<file path="src/logic/rpt_pkg.sv">
package rpt_pkg;
  // register indices; byte address is four times the index
  localparam logic [9:0] IDX_MON_CTRL  = 10'h2f1;
  localparam logic [9:0] IDX_PER_CTRL  = 10'h2f2;
  localparam logic [9:0] IDX_OSC_TRIM  = 10'h2f3;
  localparam logic [9:0] IDX_RATE_HI   = 10'h2f4;
  localparam logic [9:0] IDX_RATE_LO   = 10'h2f5;
  localparam logic [9:0] IDX_TEMP_TRIM = 10'h2f7;

  // monitor control / status fields
  localparam int MON_LV_FLAG   = 0;
  localparam int MON_LV_IE     = 1;
  localparam int MON_LV_STATUS = 2;
  localparam int MON_OT_FLAG   = 3;
  localparam int MON_OT_IE     = 4;
  localparam int MON_OT_STATUS = 5;

  // periodic timer control fields
  localparam int PER_FLAG   = 0;
  localparam int PER_IE     = 1;
  localparam int PER_FE     = 2;
  localparam int PER_PIN_EN = 3;
  localparam int PER_WSEL   = 4;
  localparam int PER_CLKSEL = 7;

  // trim fields
  localparam int OSC_TRIM_LSB   = 2;
  localparam int OSC_TRIM_W     = 6;
  localparam int TEMP_OFS_EN    = 7;
  localparam int TEMP_THR_W     = 4;

  // reset values
  localparam logic [7:0]  RST_BYTE  = 8'h00;
  localparam logic [15:0] RST_RATE  = 16'h0000;
  localparam logic [16:0] RST_COUNT = 17'h00000;

  // comparator vector layout for the synchronisers
  localparam int CMP_SUP_BELOW = 0;
  localparam int CMP_SUP_ABOVE = 1;
  localparam int CMP_TMP_ABOVE = 2;
  localparam int CMP_TMP_BELOW = 3;
  localparam int CMP_POR_LOW   = 4;
  localparam int CMP_DROP_LOW  = 5;
  localparam int CMP_DROP_HIGH = 8;
  localparam int CMP_W         = 11;
  localparam int NUM_DROP      = 3;
endpackage : rpt_pkg

</file>
<file path="src/logic/rpt_regulator_ctrl.sv">
`timescale 1ns/1ps
module rpt_regulator_ctrl #(
  parameter logic [5:0] OSC_TRIM_RESET = 6'h00  // factory preset, arbitrary default
) (
  input  wire logic                         clk_i,                  // bus clock, 40 MHz
  input  wire logic                         rst_i,                  // synchronous reset, high
  input  wire logic                         wb_cyc_i,               // wishbone cycle
  input  wire logic                         wb_stb_i,               // wishbone strobe
  input  wire logic                         wb_we_i,                // wishbone write
  input  wire logic [11:0]                  wb_adr_i,               // wishbone byte address
  input  wire logic [3:0]                   wb_sel_i,               // wishbone byte select
  input  wire logic [31:0]                  wb_dat_i,               // wishbone write data
  output logic      [31:0]                  wb_dat_o,               // wishbone read data
  output logic                              wb_ack_o,               // wishbone acknowledge
  input  wire logic                         full_performance_mode_i, // regulator in full performance mode
  input  wire logic                         supply_below_assert_i,  // analog supply under assert level
  input  wire logic                         supply_above_deassert_i, // analog supply over deassert level
  input  wire logic                         temp_above_assert_i,    // die temp over assert level
  input  wire logic                         temp_below_deassert_i,  // die temp under deassert level
  input  wire logic                         core_supply_low_i,      // core supply under power-on level
  input  wire logic [rpt_pkg::NUM_DROP-1:0] drop_below_i,           // core/io/nvm supplies under assert
  input  wire logic [rpt_pkg::NUM_DROP-1:0] drop_above_i,           // core/io/nvm supplies over deassert
  input  wire logic                         rc_tick_i,              // one pulse per RC oscillator tick
  input  wire logic                         bus_clock_on_i,         // bus clock running
  output logic                              low_voltage_irq_o,      // low-voltage interrupt request
  output logic                              overtemp_irq_o,         // overtemp interrupt request
  output logic                              periodic_irq_o,         // periodic interrupt request
  output logic                              periodic_pin_o,         // external periodic waveform
  output logic                              por_reset_o,            // power-on reset request
  output logic                              startup_start_o,        // pulse at power-on reset release
  output logic                              supply_drop_reset_o,    // supply-drop reset request
  output logic                              temp_offset_enable_o,   // temperature sense offset on
  output logic [rpt_pkg::TEMP_THR_W-1:0]    temp_threshold_trim_o,  // threshold trim steps
  output logic [rpt_pkg::OSC_TRIM_W-1:0]    oscillator_trim_o       // RC oscillator trim
);
  import rpt_pkg::*;

  // ----------------------------------------------------------------
  // comparator synchronisers
  // ----------------------------------------------------------------
  logic [CMP_W-1:0] cmp_raw;
  wire  [CMP_W-1:0] cmp_s;

  assign cmp_raw = {drop_above_i, drop_below_i, core_supply_low_i, temp_below_deassert_i,
                    temp_above_assert_i, supply_above_deassert_i, supply_below_assert_i};

  genvar gi;
  generate
    for (gi = 0; gi < CMP_W; gi++) begin : g_sync
      logic stage1;
      logic stage2;
      always_ff @(posedge clk_i) begin
        if (rst_i) begin
          stage1 <= 1'b0;
          stage2 <= 1'b0;
        end else begin
          stage1 <= cmp_raw[gi];
          stage2 <= stage1;
        end
      end
      assign cmp_s[gi] = stage2;
    end
  endgenerate

  // ----------------------------------------------------------------
  // wishbone decode
  // ----------------------------------------------------------------
  logic [7:0]  mon_ctrl;
  logic [7:0]  per_ctrl;

  // register fields as separate flops, packed for readback
  logic        lv_flag;
  logic        lv_ie;
  logic        ot_flag;
  logic        ot_ie;
  logic        per_flag;
  logic        per_ie;
  logic        per_fe;
  logic        per_pin_en;
  logic        per_wsel;
  logic        per_clk_sel;
  logic [7:0]  temp_trim;
  logic [5:0]  osc_trim;
  logic [15:0] rate;
  logic [7:0]  rd_byte;
  logic        lv_status;
  logic        ot_status;

  wire [9:0] widx    = wb_adr_i[11:2];
  wire       wb_req  = wb_cyc_i & wb_stb_i;
  wire       wr      = wb_req & wb_ack_o & wb_we_i & wb_sel_i[0];
  wire [7:0] wdat    = wb_dat_i[7:0];
  wire       hit_mon = (widx == IDX_MON_CTRL);
  wire       hit_per = (widx == IDX_PER_CTRL);
  wire       hit_osc = (widx == IDX_OSC_TRIM);
  wire       hit_rhi = (widx == IDX_RATE_HI);
  wire       hit_rlo = (widx == IDX_RATE_LO);
  wire       hit_tmp = (widx == IDX_TEMP_TRIM);

  wire       fe      = per_ctrl[PER_FE];
  wire       clk_sel = per_ctrl[PER_CLKSEL];

  wire [7:0] mon_view = {2'b00, ot_status, mon_ctrl[MON_OT_IE], mon_ctrl[MON_OT_FLAG],
                         lv_status, mon_ctrl[MON_LV_IE], mon_ctrl[MON_LV_FLAG]};

  // unmapped addresses read zero
  assign rd_byte = hit_mon ? mon_view :
                   hit_per ? per_ctrl :
                   hit_osc ? {osc_trim, 2'b00} :
                   hit_rhi ? rate[15:8] :
                   hit_rlo ? rate[7:0] :
                   hit_tmp ? temp_trim : 8'h00;

  always_ff @(posedge clk_i) begin
    if (rst_i) begin
      wb_ack_o <= 1'b0;
      wb_dat_o <= 32'h00000000;
    end else begin
      wb_ack_o <= wb_req & ~wb_ack_o;
      wb_dat_o <= {24'h000000, rd_byte};
    end
  end

  // ----------------------------------------------------------------
  // configuration registers
  // ----------------------------------------------------------------
  // locked fields only follow writes while disabled
  wire cfg_open = ~fe;
  wire lv_clr   = wr & hit_mon & wdat[MON_LV_FLAG];
  wire ot_clr   = wr & hit_mon & wdat[MON_OT_FLAG];
  wire per_clr  = wr & hit_per & wdat[PER_FLAG];

  always_ff @(posedge clk_i) begin
    if (rst_i) begin
      lv_ie       <= 1'b0;
      ot_ie       <= 1'b0;
      per_ie      <= 1'b0;
      per_fe      <= 1'b0;
      per_pin_en  <= 1'b0;
      per_wsel    <= 1'b0;
      per_clk_sel <= 1'b0;
      osc_trim  <= OSC_TRIM_RESET;
      temp_trim <= RST_BYTE;
      rate      <= RST_RATE;
    end else begin
      if (wr && hit_mon) begin
        lv_ie <= wdat[MON_LV_IE];
        ot_ie <= wdat[MON_OT_IE];
      end
      if (wr && hit_per) begin
        per_ie     <= wdat[PER_IE];
        per_fe     <= wdat[PER_FE];
        per_pin_en <= wdat[PER_PIN_EN];
        per_wsel   <= wdat[PER_WSEL];
        if (cfg_open) begin
          per_clk_sel <= wdat[PER_CLKSEL];
        end
      end
      if (wr && hit_osc) begin
        osc_trim <= wdat[7:2];
      end
      // offset enable and trim bits, reserved bits stay zero
      if (wr && hit_tmp) begin
        temp_trim <= {wdat[TEMP_OFS_EN], 3'b000, wdat[TEMP_THR_W-1:0]};
      end
      if (wr && hit_rhi && cfg_open) begin
        rate[15:8] <= wdat;
      end
      if (wr && hit_rlo && cfg_open) begin
        rate[7:0] <= wdat;
      end
    end
  end

  // status bits are inserted by the read view, not stored here
  always_comb begin
    mon_ctrl              = 8'h00;
    mon_ctrl[MON_LV_FLAG] = lv_flag;
    mon_ctrl[MON_LV_IE]   = lv_ie;
    mon_ctrl[MON_OT_FLAG] = ot_flag;
    mon_ctrl[MON_OT_IE]   = ot_ie;
  end

  always_comb begin
    per_ctrl             = 8'h00;
    per_ctrl[PER_FLAG]   = per_flag;
    per_ctrl[PER_IE]     = per_ie;
    per_ctrl[PER_FE]     = per_fe;
    per_ctrl[PER_PIN_EN] = per_pin_en;
    per_ctrl[PER_WSEL]   = per_wsel;
    per_ctrl[PER_CLKSEL] = per_clk_sel;
  end

  // field is a plain binary step count for the analog trim
  assign temp_offset_enable_o  = temp_trim[TEMP_OFS_EN];
  assign temp_threshold_trim_o = temp_trim[TEMP_THR_W-1:0];
  assign oscillator_trim_o     = osc_trim;

  // ----------------------------------------------------------------
  // low-voltage and overtemp monitors
  // ----------------------------------------------------------------
  wire perf_mode = full_performance_mode_i;

  // hysteresis from two comparators, held between levels
  // status frozen outside full performance mode
  wire next_lv_status = ~perf_mode ? lv_status :
                        cmp_s[CMP_SUP_BELOW] ? 1'b1 :
                        cmp_s[CMP_SUP_ABOVE] ? 1'b0 : lv_status;
  // overtemp frozen outside full performance mode
  wire next_ot_status = ~perf_mode ? ot_status :
                        cmp_s[CMP_TMP_ABOVE] ? 1'b1 :
                        cmp_s[CMP_TMP_BELOW] ? 1'b0 : ot_status;
  wire lv_change = next_lv_status ^ lv_status;
  wire ot_change = next_ot_status ^ ot_status;

  always_ff @(posedge clk_i) begin
    if (rst_i) begin
      lv_status <= 1'b0;
      ot_status <= 1'b0;
      lv_flag   <= 1'b0;
      ot_flag   <= 1'b0;
    end else begin
      lv_status <= next_lv_status;
      ot_status <= next_ot_status;
      // any change sets, set wins over clear
      // leaving full performance never touches the flag; returning sets it if the comparators moved meanwhile
      lv_flag <= lv_change | (lv_flag & ~lv_clr);
      // overtemp flag on each status change
      ot_flag <= ot_change | (ot_flag & ~ot_clr);
    end
  end

  assign low_voltage_irq_o = mon_ctrl[MON_LV_FLAG] & mon_ctrl[MON_LV_IE];
  assign overtemp_irq_o    = mon_ctrl[MON_OT_FLAG] & mon_ctrl[MON_OT_IE];

  // ----------------------------------------------------------------
  // reset requests
  // ----------------------------------------------------------------
  logic por_prev;
  logic drop_state;

  // any supply low asserts, all high releases, full performance only
  wire any_low  = |cmp_s[CMP_DROP_LOW +: NUM_DROP];
  wire all_high = &cmp_s[CMP_DROP_HIGH +: NUM_DROP];
  wire next_drop = ~perf_mode ? 1'b0 :
                   any_low ? 1'b1 :
                   all_high ? 1'b0 : drop_state;

  always_ff @(posedge clk_i) begin
    if (rst_i) begin
      por_prev        <= 1'b0;
      drop_state      <= 1'b0;
      startup_start_o <= 1'b0;
    end else begin
      por_prev        <= cmp_s[CMP_POR_LOW];
      drop_state      <= next_drop;
      // release of power-on reset launches start-up
      startup_start_o <= por_prev & ~cmp_s[CMP_POR_LOW];
    end
  end

  // power-on reset held in every mode, without waiting for a clock; supply-drop reset registered, full performance only
  assign por_reset_o         = core_supply_low_i;
  assign supply_drop_reset_o = drop_state;

  // ----------------------------------------------------------------
  // periodic wakeup timer
  // ----------------------------------------------------------------
  logic [16:0] count;
  logic        pin_toggle;
  logic        pin_pulse;

  // tick source, stopped bus clock freezes the count when the bus clock is selected
  wire         per_adv  = fe & (clk_sel ? bus_clock_on_i : rc_tick_i);
  // last count is two times rate plus one
  wire [16:0]  per_last = {rate, 1'b1};
  wire         per_end  = per_adv & (count == per_last);
  wire [16:0]  next_count = ~fe     ? RST_COUNT :
                            per_end ? RST_COUNT :
                            per_adv ? 17'(count + 17'h00001) : count;
  wire         pin_on   = fe & per_ctrl[PER_PIN_EN];

  always_ff @(posedge clk_i) begin
    if (rst_i) begin
      count            <= RST_COUNT;
      pin_toggle       <= 1'b0;
      pin_pulse        <= 1'b0;
      periodic_pin_o   <= 1'b0;
      per_flag         <= 1'b0;
    end else begin
      // count from enable; first period starts at the first tick
      count <= next_count;
      // flag at period end, counter restarts
      per_flag <= ~per_clr & (per_end | per_flag);
      // toggle per period end, pulse lasts one tick
      pin_toggle <= fe & (pin_toggle ^ per_end);
      pin_pulse  <= fe & (per_end | (pin_pulse & ~per_adv));
      periodic_pin_o <= pin_on & (per_ctrl[PER_WSEL] ? pin_toggle : pin_pulse);
    end
  end

  assign periodic_irq_o = per_ctrl[PER_FLAG] & per_ctrl[PER_IE];
endmodule : rpt_regulator_ctrl

</file>
<file path="config.mk">
export PLATFORM = sky130hd
export DESIGN_NAME = rpt_regulator_ctrl
export DESIGN_NICKNAME = d
export VERILOG_FILES = /design/src/logic/rpt_pkg.sv /design/src/logic/rpt_regulator_ctrl.sv
export SDC_FILE = /design/constraint.sdc
export NUM_CORES = 1
export LEC_CHECK = 0
export BUFFER_PORTS_ARGS = -buffer_cell sky130_fd_sc_hd__buf_2
export CAP_MARGIN = 10
export CORE_UTILIZATION = 45
export CTS_BUF_LIST = sky130_fd_sc_hd__clkbuf_4
export DETAILED_ROUTE_END_ITERATION = 16
export PLACE_DENSITY_LB_ADDON = 0.2
export SLEW_MARGIN = 20
export SYNTH_ARGS = -nofsm -noshare
export SYNTH_HDL_FRONTEND = slang
export SYNTH_SLANG_ARGS = --single-unit
</file>
<file path="constraint.sdc">
create_clock -name clk_i -period 2.45 [get_ports clk_i]
set_input_delay 0.1225 -clock clk_i [delete_from_list [all_inputs] [get_ports clk_i]]
set_output_delay 0.1225 -clock clk_i [all_outputs]
set_load 0.005 [all_outputs]
</file>
---- Word level (Yosys, flattened, before mapping) ----
Index checks and enable logic that the tools add are counted.
storage, ports and cells
  register bits after elaboration ......... 117
  bits of input ports ..................... 67
  output and inout bits ................... 51
operators by class
  add/subtract/negate cells ............... 1
  equality and inequality tests ........... 7
  multiplexer cells ....................... 16
  bitwise operators ....................... 39
  reductions and logical operators ........ 16
operator list
  kind                                                             count
  10-bit equality test, second input constant                      6
  8-bit 2-to-1 mux                                                 6
  1-bit AND                                                        24
  17-bit by 1-bit adder with 17-bit output, second input constant  1
  17-bit equality test                                             1
  1-bit 2-to-1 mux                                                 10
  3-bit OR reduction                                               3
  1-bit logical AND                                                8
  1-bit inverter                                                   8
  1-bit OR                                                         4
  2-bit OR reduction                                               2
  3-bit AND reduction                                              1
  1-bit XOR                                                        3
  2-bit AND reduction                                              1
  2-bit nonzero test                                               1

---- Longest topological paths before layout ----
  word-level depth ........................ 9
  mapped depth ............................ 7
  gate-level depth less buffers ........... 5

---- Worst setup path after synthesis ----
No wires, ideal clock.
  kind .................................... register to register
  start ................................... register count[8]
  end ..................................... register count[10]
  arrival time ............................ 1682 ps
  data required time ...................... 2333 ps
  path slack .............................. 651 ps
  cell stages (with the launch flop) ...... 7
  buffers on the path ..................... 1
  clock period less this slack ............ 1799 ps
  cell sequence ........................... dfxtp_1 xnor2_1 nand4_1 or4_1 o21bai_2 buf_2 nor2_1
on the way
  longest elaborated chain between the ends .. 3
  elaborated cells on any way between the ends .. 4
  classes of those cells .................. add/sub (1); eq/ne (1); bitwise (1); reduce/logical (1)
RTL lines
  element                                                                                           RTL line                   source
  start: declaration                                                                                rpt_regulator_ctrl.sv:269  logic [16:0] count;
  start signal: assignment                                                                          rpt_regulator_ctrl.sv:292  count <= next_count;
  parallel branches: the longest is 3 deep, another holds 17-bit by 1-bit adder with 17-bit output  n/a
Several ways; the timed one is not identified.
A chain may end at the register's enable or synchronous reset.

---- Final worst setup path ----
  start ................................... register count[12]
  end ..................................... register count[14]
The elaborated chain is that of the path after synthesis.

==> results.py <==
metrics = {
    "worst_hold_path": {
        "min_path_type": "input port to register",
        "whs_path_depth": 3,
        "hp-start": "wb_dat_i[2]",
        "holdPathEnd": "oscillator_trim_o[0]$_SDFFE_PP0P_",
    },
    "clock_tree": {
        "cts_sinks": 93,
        "clk_path_buf_depth": 2,
        "clkTransAtPathRegs_ps": 150,
        "cts_buffers": 9,
        "root_buffer": "clkbuf_4",
        "insertion_delay_ps": 440,
        "cts_tree": "built",
        "cts_setup_buffers": 0,
        "htree_levels": 3,
    },
    "synth": {
        "yosys-top-cells-area": "dfxtp_1 46%, mux2i_1 10%, xnor2_1 6.7%, nor2_1 6.1%, buf_4 4.8%",
        "yosysUniqueCellTypes": 48,
        "syn_area_um2": 4040,
        "synthTopCellsByCount": "93 x dfxtp_1, 66 x nor2_1, 41 x mux2i_1",
        "yosysMostFrequentCell": "dfxtp_1",
        "syn_inst": 434,
        "avgSynthCellArea_um2": 9.31,
        "synth_top_area_share_pct": 46.1,
        "synth_ff_type": "dfxtp_1",
        "synth_warnings": 0,
        "synth_edf_count": 0,
        "ys_async_sr_fraction_pct": 0,
        "yosysTopAreaCell": "dfxtp_1",
        "ys_seq_area_share_pct": 46.1,
        "ys_ff_latch": 93,
    },
    "place": {
        "port_buffers": 64,
        "place_hpwl_mm": 6.41,
        "gp_congestion": 0.795,
    },
    "power": {
        "p_per_area_nw_per_um2": 543,
        "p_leak_nw": 1.91,
        "ir_drop_mv": 0.281,
        "finalPower_w": 0.00255,
    },
    "timing": {
        "finalClockSkew_ps": 18.4,
        "finalSetupTns_ps": 0,
        "final_max_slew_viol_count": 0,
        "post-route-min-period_ps": 1920,
        "tightestPinTransition_ps": 527,
        "hold_viol": 0,
        "rsz0062_at_grt": "no",
        "max_freq_mhz": 522,
        "relSlewSlack_pct": 64.9,
        "period_share_pct": 78.2,
        "finalSetupViolCount": 0,
    },
    "die": {
        "rows": 34,
        "dieHeight_um": 96.8,
        "ios": 118,
        "die_w_um": 96.8,
        "start_util_pct": 46.4,
        "core_area_um2": 8720,
        "dieArea_um2": 9370,
    },
    "finish": {
        "area_growth_pct": 16.0,
        "post-route-util_pct": 53.8,
        "drive_gt1_share_pct": 18.3,
        "antennaDiodeCount": 0,
        "fin_nets": 581,
    },
    "grt": {
        "track_usage_pct": 19.9,
        "grt_pass1_vias": 3045,
        "overflow": 0,
        "antenna_found_initial": 0,
        "grt_max_degree": 47,
        "grt_pass1_wl_mm": 14.9,
    },
    "run_status": {
        "status": "completed",
    },
    "critical_path": {
        "required_ps": 2780,
        "start_kind": "register",
        "r2r_start": "count[12]$_SDFFE_PP0P_",
        "critPathKind": "register to register",
        "worstPathArrival_ps": 2240,
        "critPathMaxFanout": 16,
        "ff2ff_path_depth": 6,
        "r2r-end": "count[14]$_SDFFE_PP0P_",
        "cp-end-kind": "register",
        "rrSetupSlack_ps": 530,
    },
    "routing": {
        "post_drt_wl_per_cell_um": 14.1,
        "drt_pass1_iterations": 5,
        "drc": 0,
        "routed_wl_mm": 8.83,
        "vias": 3186,
        "drt_iter0_drc": 142,
        "vias_per_cell": 5.09,
        "ant_nets": 0,
    },
    "run": {
        "max_cap_violations": 0,
    },
}
[per-layer routing]
metal	part of all wire [%]	vias up	GRT usage (%)
met5	0	-	0
met2	47	93	33.0
met3	4.1	20	3.32
met4	2.6	0	8.38
met1	46	1495	25.6
li1	-	1578	-
[critical path, stage by stage, from the launching register on]
cell	delay [ps]
dfxtp_1	460
xnor2_1	150
nand4_1	160
or4_1	610
o21bai_2	140
buf_4	230
nor2_1	80
[cell type report]
type                            count  area [um2]
Fill cell                         809        4030
Clock buffer                        9        67.6
Tap cell                          108         135
Inverter                            7        26.3
Clock inverter                      7        73.8
Sequential cell                    93        1860
Timing Repair Buffer               89         558
Multi-Input combinational cell    313        1970
[power by group]
part,switching [W],internal [W]
clock network,0.000534,0.000318
logic,0.0000847,0.0000713
registers,0.00000767,0.00153
total,0.000626,0.00192
[repair_timing]
item / CTS / global route
resized for setup: 0 / 0
setup endpoints to repair: 0 / 0
endpoints found under the hold margin: 29 / 0
hold buffers: 20 / 0
[state kept, by name, indices dropped and copies added, names as in the netlist, 5 cells and up]
name	count
count	17
rate	16
g_sync.stage1	11
g_sync.stage2	11
wb_dat_o	8
oscillator_trim_o	6
temp_trim	5
[through the flow]
stage	instances	setup slack, ps	cell area, um2	hold slack [ps]
finish	626	535	4690	29.0
floorplan	457	651	4130	234
detailed placement	590	507	4350	336
CTS	626	538	4690	15.2
global placement	590	517	4350	330
global route	626	435	4690	35.5
[placed cells by master, fill, tap and decap left out, drive strengths merged, types with 3 or more instances in the layout]
cell type and count:
buf 69, clkbuf 9, xnor2 31, nand2 26
and2 4, inv 8, o21ai 5, clkinv 5
mux2i 41, nor4 6, nor2b 26, a21oi 11
dlygate4sd3 20, a22oi 5, nor2 66, or3 3
nand3 14, conb 24, dfxtp 93, a221oi 3
nand4 8, mux2 4, nor3 11, nor3b 3
[kinds of logic after synthesis]
kind of cell,count (synthesis),synth area share (%)
DFF,93,46.1
xor gates and xnor gates,32,6.93
adders and majority gates,1,0.309
and+or+nand+nor,176,22.2
other,1,0.0928
buffers and inverters,51,7.40
muxes,45,11.3
AOI/OAI and AO/OA,35,5.76
[worst max-delay path by stage]
stage	from	endpoint	slack, ps
global route	count[4]$_SDFFE_PP0P_	pin_toggle$_SDFF_PP0_	440
CTS	count[12]$_SDFFE_PP0P_	count[5]$_SDFFE_PP0P_	540
detailed placement	wb_adr_i[5]	per_ie$_SDFFE_PP0N_	510
floorplan	count[8]$_SDFFE_PP0P_	count[10]$_SDFFE_PP0P_	650
finish	count[12]$_SDFFE_PP0P_	count[14]$_SDFFE_PP0P_	530
global placement	wb_adr_i[5]	per_ie$_SDFFE_PP0N_	520
No activity file was read; power rests on OpenSTA's default activity.
